`src/sbra_pkg.sv`:
```
// Shared types and constants for the system bus release arbiter.
// Assumes one processor-side clock; the bus clock arrives as a sampled input.
package sbra_pkg;

    // Arbiter ownership states, Gray coded along idle, request, own, release
    typedef enum logic [1:0] {
        ST_IDLE    = 2'h0,
        ST_REQUEST = 2'h1,
        ST_OWN     = 2'h3,
        ST_RELEASE = 2'h2
    } sbra_state_type;

    // Release modes: 1 always, 2 priority or common request, 3 priority only
    typedef enum logic [1:0] {
        MODE_ALWAYS = 2'h1,
        MODE_COMMON = 2'h2,
        MODE_PRIO   = 2'h3
    } sbra_mode_type;

    // Levels of active-low lines
    localparam logic LINE_ACTIVE   = 1'b0;
    localparam logic LINE_INACTIVE = 1'b1;

    // Least reset pulse the surrounding logic must give, in processor clocks
    localparam int RESET_MIN_CYCLES = 16;

    // Clocks after reset until bus levels and bus clock edges can be trusted
    localparam int SETTLE_CYCLES = 4;

    // Reset value of a synchroniser stage
    localparam logic SYNC_RESET_LEVEL = 1'b1;

    // Local processor side, same clock domain as sys_clk
    typedef struct packed {
        logic cycle_req;   // Pulse: a system bus transfer cycle is wanted
        logic cycle_done;  // Pulse: the current transfer cycle has ended
        logic halt;        // Level: processor is in its halt state
        logic lock;        // Level: cycles are locked
    } sbra_cpu_in_type;

    // Shared bus side, asynchronous to sys_clk
    typedef struct packed {
        logic priority_grant_in_n;    // Low: this arbiter has highest priority
        logic shared_request_line_n;  // Low: another master asks for the bus
        logic busy_in_n;              // Low: some master owns the bus
        logic release_mode_select;    // High mode 2, low mode 3
        logic always_release;         // High: mode 1 strap
        logic init_n;                 // Low: initialisation
    } sbra_bus_in_type;

    localparam int BUS_IN_WIDTH = $bits(sbra_bus_in_type);

    // Shared bus side outputs; busy and common request are open-drain
    typedef struct packed {
        logic bus_request_out_n;
        logic priority_pass_out_n;
        logic busy_out_n;
        logic busy_oe_n;
        logic shared_req_out_n;
        logic shared_req_oe_n;
    } sbra_bus_out_type;

    localparam sbra_bus_out_type BUS_OUT_IDLE = '{
        bus_request_out_n   : 1'b1,
        priority_pass_out_n : 1'b1,
        busy_out_n          : 1'b1,
        busy_oe_n           : 1'b1,
        shared_req_out_n    : 1'b1,
        shared_req_oe_n     : 1'b1
    };

    // Release mode from the strap and the select line
    function automatic sbra_mode_type sbra_decode_mode(input logic always_rel,
                                                       input logic select);
        if (always_rel) begin
            return MODE_ALWAYS;
        end
        return select ? MODE_COMMON : MODE_PRIO;
    endfunction

    // States in which this arbiter holds its bus request
    function automatic logic sbra_requesting(input sbra_state_type st);
        return (st != ST_IDLE);
    endfunction

endpackage

```
`src/sbra_sync.sv`:
```
// Two-stage synchroniser for a group of asynchronous levels.
// Assumes inputs change slowly against sys_clk; bits are not coherent.
`timescale 1ns/1ps
module sbra_sync #(
    parameter int WIDTH = 1
) (
    input  wire logic             sys_clk,
    input  wire logic             rst,
    input  wire logic             clk_en,
    input  wire logic [WIDTH-1:0] async_in,
    output logic      [WIDTH-1:0] sync_out
);
    import sbra_pkg::*;

    logic [WIDTH-1:0] stage1;
    logic [WIDTH-1:0] next_stage1;
    logic [WIDTH-1:0] next_sync;

    // Stage one feeds stage two only
    always_comb begin
        next_stage1 = clk_en ? async_in : stage1;
        next_sync   = clk_en ? stage1 : sync_out;
    end

    // Reset to the inactive level of the active-low lines
    always_ff @(posedge sys_clk) begin
        if (rst) begin
            stage1   <= {WIDTH{SYNC_RESET_LEVEL}};
            sync_out <= {WIDTH{SYNC_RESET_LEVEL}};
        end else begin
            stage1   <= next_stage1;
            sync_out <= next_sync;
        end
    end
endmodule // sbra_sync

```
`src/sbra_edge.sv`:
```
// Edge finder for the bus clock, which is sampled as a plain input.
// Assumes the bus clock is slower than half of sys_clk.
`timescale 1ns/1ps
module sbra_edge (
    input  wire logic sys_clk,
    input  wire logic rst,
    input  wire logic clk_en,
    input  wire logic async_in,
    output logic      fall_pulse,
    output logic      rise_pulse
);
    import sbra_pkg::*;

    logic meta;
    logic level;
    logic last;
    logic next_meta;
    logic next_level;
    logic next_last;
    logic next_fall;
    logic next_rise;

    // Edges are found between the second and third stage only
    always_comb begin
        next_meta  = clk_en ? async_in : meta;
        next_level = clk_en ? meta : level;
        next_last  = clk_en ? level : last;
        next_fall  = clk_en & last & ~level;
        next_rise  = clk_en & ~last & level;
    end

    always_ff @(posedge sys_clk) begin
        if (rst) begin
            meta       <= SYNC_RESET_LEVEL;
            level      <= SYNC_RESET_LEVEL;
            last       <= SYNC_RESET_LEVEL;
            fall_pulse <= 1'b0;
            rise_pulse <= 1'b0;
        end else begin
            meta       <= next_meta;
            level      <= next_level;
            last       <= next_last;
            fall_pulse <= next_fall;
            rise_pulse <= next_rise;
        end
    end
endmodule // sbra_edge

```
`src/sbra_release_arbiter.sv`:
```
// Release control of a multi-master system bus arbiter.
// Assumes the processor side runs on sys_clk, the shared bus on a slower bus
// clock that is sampled here, and that priority resolution lives outside.
//
// Notes on behaviour
// - Mode 1 releases the bus after every completed transfer cycle.
// - Mode 2 holds until priority input rises or common request falls.
// - Mode 3 holds until priority input rises; common request low ignored.
// - While lock is asserted only initialisation or reset hands the bus to another master.
// - Outside mode 1 the bus is also released when the processor halts.
// - Initialisation or reset forces release regardless of mode or inputs.
// - Locked-cycle output follows lock, dropping at transfer end or when no cycle is pending.
// - Initialisation low clears and holds bus request, busy, address enable.
// - Initialisation keeps the pending request; the cycle is retried after.
// - Reset clears request, busy, address enable, locked output and pending request.
// - Reset aborts the current cycle at once and never resumes it.
// - Owner frees busy at transaction end; top requester seizes by driving busy.
// - Address enable drops first, request and busy at next bus clock fall.
`timescale 1ns/1ps
module sbra_release_arbiter (
    input  wire logic                      sys_clk,
    input  wire logic                      rst,
    input  wire logic                      clk_en,
    input  wire logic                      bus_clk_in,
    input  wire sbra_pkg::sbra_cpu_in_type cpu_in,
    input  wire sbra_pkg::sbra_bus_in_type bus_in,
    output sbra_pkg::sbra_bus_out_type     bus_out,
    output logic                           bus_granted,
    output logic                           local_addr_drive_en_n,
    output logic                           locked_cycle_out,
    output sbra_pkg::sbra_mode_type        active_mode
);
    import sbra_pkg::*;

    // Synchronised shared-bus inputs and bus clock edge
    sbra_bus_in_type bus_s;
    logic            bclk_fall;

    // Local cycle tracking
    logic pending;
    logic next_pending;
    logic next_locked;

    // Ownership state and its decisions
    sbra_state_type  state;
    sbra_state_type  next_state;
    sbra_mode_type   mode;
    sbra_mode_type   next_mode;
    logic            init_active;
    logic            boundary;
    logic            lock_hold;
    logic            prio_lost;
    logic            common_asked;
    logic            want_release;
    logic            may_seize;

    // Registered output values
    sbra_bus_out_type next_bus_out;
    logic             next_granted;
    logic             next_aen_n;

    // Warm-up after reset: the synchronisers and the edge finder still hold
    // reset levels for a few clocks, and a false bus clock edge would
    // otherwise time a request off the shared bus clock
    logic [SETTLE_CYCLES-1:0] settle;
    logic [SETTLE_CYCLES-1:0] next_settle;
    logic                     bus_valid;
    logic                     bclk_fall_ok;

    // All shared-bus levels cross through two flip-flops before use
    sbra_sync #(
        .WIDTH (BUS_IN_WIDTH)
    ) u_bus_sync (
        .sys_clk  (sys_clk),
        .rst      (rst),
        .clk_en   (clk_en),
        .async_in (bus_in),
        .sync_out (bus_s)
    );

    // Bus clock is sampled; only its falling edge times shared-bus changes
    sbra_edge u_bclk_edge (
        .sys_clk    (sys_clk),
        .rst        (rst),
        .clk_en     (clk_en),
        .async_in   (bus_clk_in),
        .fall_pulse (bclk_fall),
        .rise_pulse ()
    );

    // Ones shift in after reset; bus levels are trusted once the second
    // stage holds pin values, bus clock edges one edge-finder pass later
    always_comb begin
        next_settle  = clk_en ? {settle[SETTLE_CYCLES-2:0], 1'b1} : settle;
        bus_valid    = settle[SETTLE_CYCLES-3];
        bclk_fall_ok = bclk_fall & settle[SETTLE_CYCLES-1];
    end

    always_ff @(posedge sys_clk) begin
        if (rst) begin
            settle <= '0;
        end else begin
            settle <= next_settle;
        end
    end

    // Decoded conditions shared by the state and output logic
    always_comb begin
        init_active  = (bus_s.init_n == LINE_ACTIVE);
        // Mode holds until the select lines are seen through the synchroniser
        next_mode    = mode;
        if (clk_en && bus_valid) begin
            next_mode = sbra_decode_mode(bus_s.always_release,
                                         bus_s.release_mode_select);
        end
        // A cycle boundary: the cycle ends now or none is in progress
        boundary     = cpu_in.cycle_done | ~pending;
        // Lock is taken as is, it already lives on sys_clk
        lock_hold    = cpu_in.lock | locked_cycle_out;
        prio_lost    = (bus_s.priority_grant_in_n == LINE_INACTIVE);
        common_asked = (bus_s.shared_request_line_n == LINE_ACTIVE);
        // Seize only with top priority and the busy line already freed
        may_seize    = (bus_s.priority_grant_in_n == LINE_ACTIVE) &&
                       (bus_s.busy_in_n == LINE_INACTIVE);
    end

    // Release decision while owning the bus
    always_comb begin
        want_release = 1'b0;
        case (mode)
            MODE_ALWAYS: begin
                want_release = boundary;
            end
            MODE_COMMON: begin
                want_release = boundary & (prio_lost | common_asked);
            end
            MODE_PRIO: begin
                want_release = boundary & prio_lost;
            end
            default: begin
                want_release = boundary;
            end
        endcase
        // Halting frees the bus in the retaining modes as well
        if (boundary && cpu_in.halt) begin
            want_release = 1'b1;
        end
        // Lock overrides every mode; only reset or init can break it
        if (lock_hold) begin
            want_release = 1'b0;
        end
    end

    // Pending local request and the locked-cycle flag
    always_comb begin
        next_pending = pending;
        next_locked  = locked_cycle_out;
        if (clk_en) begin
            // A new request in the same cycle as a completion wins
            if (cpu_in.cycle_done) begin
                next_pending = 1'b0;
            end
            if (cpu_in.cycle_req) begin
                next_pending = 1'b1;
            end
            // Follow lock while set, hold until the transfer ends
            if (cpu_in.lock) begin
                next_locked = 1'b1;
            end else if (boundary) begin
                next_locked = 1'b0;
            end
        end
    end

    // Init does not touch the pending request, so the cycle is retried
    always_ff @(posedge sys_clk) begin
        if (rst) begin
            pending          <= 1'b0;
            locked_cycle_out <= 1'b0;
        end else begin
            pending          <= next_pending;
            locked_cycle_out <= next_locked;
        end
    end

    // Ownership sequence: request and release are timed on bus clock falls
    always_comb begin
        next_state = state;
        if (clk_en) begin
            case (state)
                ST_IDLE: begin
                    // Requests are timed on a bus clock fall, like the
                    // release of request and busy on the shared bus
                    if (pending && bclk_fall_ok) begin
                        next_state = ST_REQUEST;
                    end
                end
                ST_REQUEST: begin
                    // A cycle that ends before the bus is won needs no bus
                    if (!pending) begin
                        next_state = ST_IDLE;
                    end else if (bclk_fall_ok && may_seize) begin
                        next_state = ST_OWN;
                    end
                end
                ST_OWN: begin
                    if (want_release) begin
                        next_state = ST_RELEASE;
                    end
                end
                ST_RELEASE: begin
                    // Request and busy are let go on the next bus clock fall
                    if (bclk_fall_ok) begin
                        next_state = ST_IDLE;
                    end
                end
                default: begin
                    next_state = ST_IDLE;
                end
            endcase
            // Initialisation forces the bus free whatever else is going on
            if (init_active) begin
                next_state = ST_IDLE;
            end
        end
    end

    // Reset abandons any ownership at once, without waiting for the cycle
    always_ff @(posedge sys_clk) begin
        if (rst) begin
            state <= ST_IDLE;
            mode  <= MODE_PRIO;
        end else begin
            state <= next_state;
            mode  <= next_mode;
        end
    end

    // Output values, all taken from the next state so they leave flip-flops
    always_comb begin
        next_bus_out = bus_out;
        next_granted = bus_granted;
        next_aen_n   = local_addr_drive_en_n;
        if (clk_en) begin
            next_bus_out = BUS_OUT_IDLE;
            // One request is held from asking until the bus is let go
            if (sbra_requesting(next_state)) begin
                next_bus_out.bus_request_out_n = LINE_ACTIVE;
            end
            // Busy is pulled while owning and until the next bus clock fall
            if ((next_state == ST_OWN) || (next_state == ST_RELEASE)) begin
                next_bus_out.busy_out_n = LINE_ACTIVE;
                next_bus_out.busy_oe_n  = LINE_ACTIVE;
            end
            // Ask the owner to let go while another master holds the bus
            if ((next_state == ST_REQUEST) &&
                (bus_s.busy_in_n == LINE_ACTIVE)) begin
                next_bus_out.shared_req_out_n = LINE_ACTIVE;
                next_bus_out.shared_req_oe_n  = LINE_ACTIVE;
            end
            // Pass priority down only while neither asking nor owning
            if (!pending && !sbra_requesting(next_state) && !prio_lost) begin
                next_bus_out.priority_pass_out_n = LINE_ACTIVE;
            end
            // Address enable drops as soon as release is decided, ahead of
            // the bus request and busy, which wait for the bus clock
            next_aen_n   = (next_state == ST_OWN) ? LINE_ACTIVE
                                                  : LINE_INACTIVE;
            next_granted = (next_state == ST_OWN);
            // Init holds the driving outputs inactive while it lasts
            if (init_active) begin
                next_bus_out = BUS_OUT_IDLE;
                next_aen_n   = LINE_INACTIVE;
                next_granted = 1'b0;
            end
        end
    end

    // Every output leaves a flip-flop; active_mode mirrors the mode register
    always_ff @(posedge sys_clk) begin
        if (rst) begin
            bus_out               <= BUS_OUT_IDLE;
            local_addr_drive_en_n <= LINE_INACTIVE;
            bus_granted           <= 1'b0;
            active_mode           <= MODE_PRIO;
        end else begin
            bus_out               <= next_bus_out;
            local_addr_drive_en_n <= next_aen_n;
            bus_granted           <= next_granted;
            active_mode           <= next_mode;
        end
    end

    // Reset acts even with clk_en low so that a stalled block can still be
    // brought to a known state; the synchronisers are held at reset levels
    // too and settle only in the warm-up after it.

endmodule // sbra_release_arbiter

```
`config.mk`:
```
export PLATFORM = sky130hd
export DESIGN_NAME = sbra_release_arbiter
export DESIGN_NICKNAME = d
export VERILOG_FILES = /design/src/sbra_pkg.sv /design/src/sbra_sync.sv /design/src/sbra_edge.sv /design/src/sbra_release_arbiter.sv
export SDC_FILE = /design/constraint.sdc
export NUM_CORES = 1
export LEC_CHECK = 0
export BUFFER_PORTS_ARGS = -buffer_cell sky130_fd_sc_hd__buf_2
export CAP_MARGIN = 40
export CORE_AREA = 2 2 52 54
export DETAILED_ROUTE_END_ITERATION = 16
export DIE_AREA = 0 0 54 56
export PLACE_DENSITY = 0.74
export SLEW_MARGIN = 5
export SYNTH_ARGS = -nofsm -noshare
export SYNTH_HDL_FRONTEND = slang
export SYNTH_SLANG_ARGS = --single-unit
export TNS_END_PERCENT = 20
```
`constraint.sdc`:
```
create_clock -name sys_clk -period 1.4 [get_ports sys_clk]
set_input_delay 0.07 -clock sys_clk [delete_from_list [all_inputs] [get_ports sys_clk]]
set_output_delay 0.07 -clock sys_clk [all_outputs]
set_load 0.01 [all_outputs]
```
==> results.yml <==
power:
  p_leak_uw: 0.000668
  power_uw: 1590
  p_per_area_mw_per_mm2: 1030
  ir_drop_v: 0.000957
floorplan:
  rows: 18
  die-area_mm2: 0.00302
  fp.dieH_um: 56
  dieWidth_um: 54
  core_area_mm2: 0.00243
  io_pins: 25
  start_util_pct: 50.6
sta:
  rsz0062_at_grt: "no"
  period_share_pct: 95.0
  tns_ns: 0
  period_needed_ns: 1.33
  relSlewSlack_pct: 78.6
  hold_violations: 0
  slew_violations: 0
  fin_skew_ns: 0.0118
  tightestPinTransition_ns: 0.321
  timing.fmax_mhz: 752
  setup_violations: 0
worst_setup_path:
  crit_family: "simple AND/OR/NAND/NOR gates"
  required_ns: 1.61
  endpoint_kind: "register"
  r2r_slack_ns: 0.07
  critPathKind: "reg2reg"
  crit_buf_inv: 0
  r2r_cells: 4
  critPathArrivalTime_ns: 1.54
  critPathLaunchType: "register"
  timing.rr.start: "settle[3]$_SDFFE_PP0P_"
  timing.rr.end: "bus_out[5]$_SDFFE_PP1P_"
  max_stage_delay_ns: 0.42
  slowest_stage: "or4_1"
  path_cells: "and3_4 -> a41oi_2 -> or4_1 -> o311a_1"
  critPathMaxFanout: 3
synthesis:
  avgSynthCellArea_um2: 9.40
  synth_area_leaders: "dfxtp_1, mux2i_1, nand2_1"
  yosysTopAreaCellShare_pct: 52.0
  async_flop_share_pct: 0
  syn_inst: 131
  ys_seq_area_share_pct: 52.0
  ys_types: 29
  ys_seq_elements: 32
  netlist_area_mm2: 0.00123
  synth_edf_count: 0
  yosysWarnings: 0
  synth_top_area_cell: "dfxtp_1"
  synth-main-ff-cell: "dfxtp_1"
  syn_nets: 145
hold_path:
  min_delay_path_depth: 3
  hold_class: "in2reg"
  min-delay-start: "cpu_in[0]"
  min_delay_worst_endpoint: "locked_cycle_out$_SDFFE_PP0P_"
cts:
  path_clk_slew_ns: 0.10
  cts-root-buf: "clkbuf_4"
  clock_sinks: 32
  cts_buffers: 5
  cts_buffer_depth: 2
  cts_tree: "yes"
  cts_htree_levels: 2
  clk_latency_ns: 0.33
grt:
  globalRouteTotalUtil_pct: 18.7
  grt_max_degree: 18
  antenna_found_initial: 0
  grt_pass1_wl_um: 4060
  grt.overflow.total: 0
  grt_pass1_vias: 979
layout:
  syn2layout_area_growth_pct: 24.8
  num_antenna_cells: 0
  final-seq-area_um2: 646
  final_nets: 180
  n_fill_cell: 203
  multi_input_area_um2: 562
  drive_gt1_share_pct: 26.5
  instances_no_fill: 196
detailed_routing:
  viasPerCell: 5.16
  wirelength_um: 2480
  wl_per_cell_um: 12.6
  drcViolationCount: 0
  detailroute.via_count: 1012
  ant_nets: 0
  dr.pass1.iters: 4
  drt_iter0_markers: 10
flow_run:
  drv_cap: 0
placed_design:
  hpwl_um: 1730
  port_buffers: 24
  dp.cells: 181
  gp_congestion: 0.871
run_status:
  status: "finished clean"
[Yosys cell counts, types with 2 or more instances]
library cell and instances:
buf_4 2, nand2b_1 3, o21ai_0 4, clkbuf_1 4
buf_2 3, nor3_1 3, o32a_1 2, a21oi_1 4
dfxtp_1 32, nor2_1 12, o211ai_1 3, a22oi_1 2
nand2_1 25, o311a_1 2, mux2i_1 16
[layout make-up]
cell class / count / area share [%]
Multi-Input combinational cell: 88 / 36.6
Clock buffer: 6 / 2.69
Clock inverter: 1 / 0.326
Sequential cell: 32 / 42.0
Timing Repair Buffer: 37 / 15.5
Tap cell: 30 / 2.44
Inverter: 2 / 0.489
[cells in the final DEF (no fill, tap or decap), types with 3 or more instances in the layout]
cell type      Yosys  final
nor2_1            12     12
mux2i_1           16     16
nor3_1             3      3
dfxtp_1           32     28
dlygate4sd3_1      0      8
buf_4              2      5
buf_2              3     24
nand2b_1           3      3
clkbuf_4           0      5
a21oi_1            4      4
dfxtp_2            0      4
o21ai_0            4      4
nand2_1           25     25
o211ai_1           3      3
[worst max path at each step]
stage | slack (ns) | from | endpoint | depth (start not counted)
CTS | 0.04 | pending$_SDFFE_PP0P_ | bus_out[5]$_SDFFE_PP1P_ | 4
global placement | 0.11 | pending$_SDFFE_PP0P_ | local_addr_drive_en_n$_SDFFE_PP1P_ | 4
floorplan | 0.11 | pending$_SDFFE_PP0P_ | bus_out[5]$_SDFFE_PP1P_ | 4
detailed placement | 0.08 | pending$_SDFFE_PP0P_ | bus_out[5]$_SDFFE_PP1P_ | 4
finish | 0.07 | settle[3]$_SDFFE_PP0P_ | bus_out[5]$_SDFFE_PP1P_ | 4
global route | 0.003 | u_bclk_edge.fall_pulse$_SDFF_PP0_ | bus_out[5]$_SDFFE_PP1P_ | 4
[tightest hold or removal path: cells and delay by family]
kind | cells | cell delay (ns)
compound gates | 1 | 0.08
simple gates | 1 | 0.09
buf+inv | 1 | 0.09
[metrics by stage]
step	hold WS [ns]	setup slack (ns)	area [um2]	util, %
floorplan	0.198	0.115	1230	-
global placement	0.284	0.111	1380	56.8
detailed placement	0.290	0.0835	1380	56.8
CTS	0.00756	0.0429	1510	62.0
global route	0.0266	0.00316	1540	63.2
finish	0.0339	0.0704	1540	63.2
[per-layer routing]
metal / part of all wire (%) / global-route usage, %
met1: 46 / 21.5
met3: 4.6 / 6.72
met2: 47 / 28.0
met5: 0 / 0
met4: 2.8 / 12.5
[repair_timing]
item / CTS / global route
hold buffers: 8 / 0
gates resized for setup: 0 / 8
endpoints found under the setup margin: 0 / 3
setup buffers: 0 / 0
endpoints found under the hold margin: 8 / 0
[kinds of logic (layout without fill, tap and decap cells)]
group | count (synthesis) | count (layout) | synth area share, %
AND/OR/NAND/NOR | 52 | 52 | 19.4
flip-flops | 32 | 32 | 52.0
AO/OA/AOI/OAI | 20 | 20 | 11.3
multiplexers | 16 | 16 | 13.0
buffers and inverters | 11 | 46 | 4.27
[registers in the layout, summed over array words and instances, names as in the netlist]
name	cells
u_bus_sync.sync_out	6
bus_out	4
u_bclk_edge.last	1
u_bclk_edge.level	1
u_bclk_edge.fall_pulse	1
local_addr_drive_en_n	1
bus_granted	1
active_mode	2
settle	4
pending	1
locked_cycle_out	1
u_bus_sync.stage1	6
state	2
u_bclk_edge.meta	1
[report_power, final]
group          switching, uW  leakage (uW)  internal [uW]  total, uW
Clock                    289     0.0000281            185        474
Sequential              20.5      0.000264            941        962
Combinational           75.1      0.000376           77.9        153
Total                    385      0.000668           1200       1590
No activity file was read; power rests on OpenSTA's default activity.
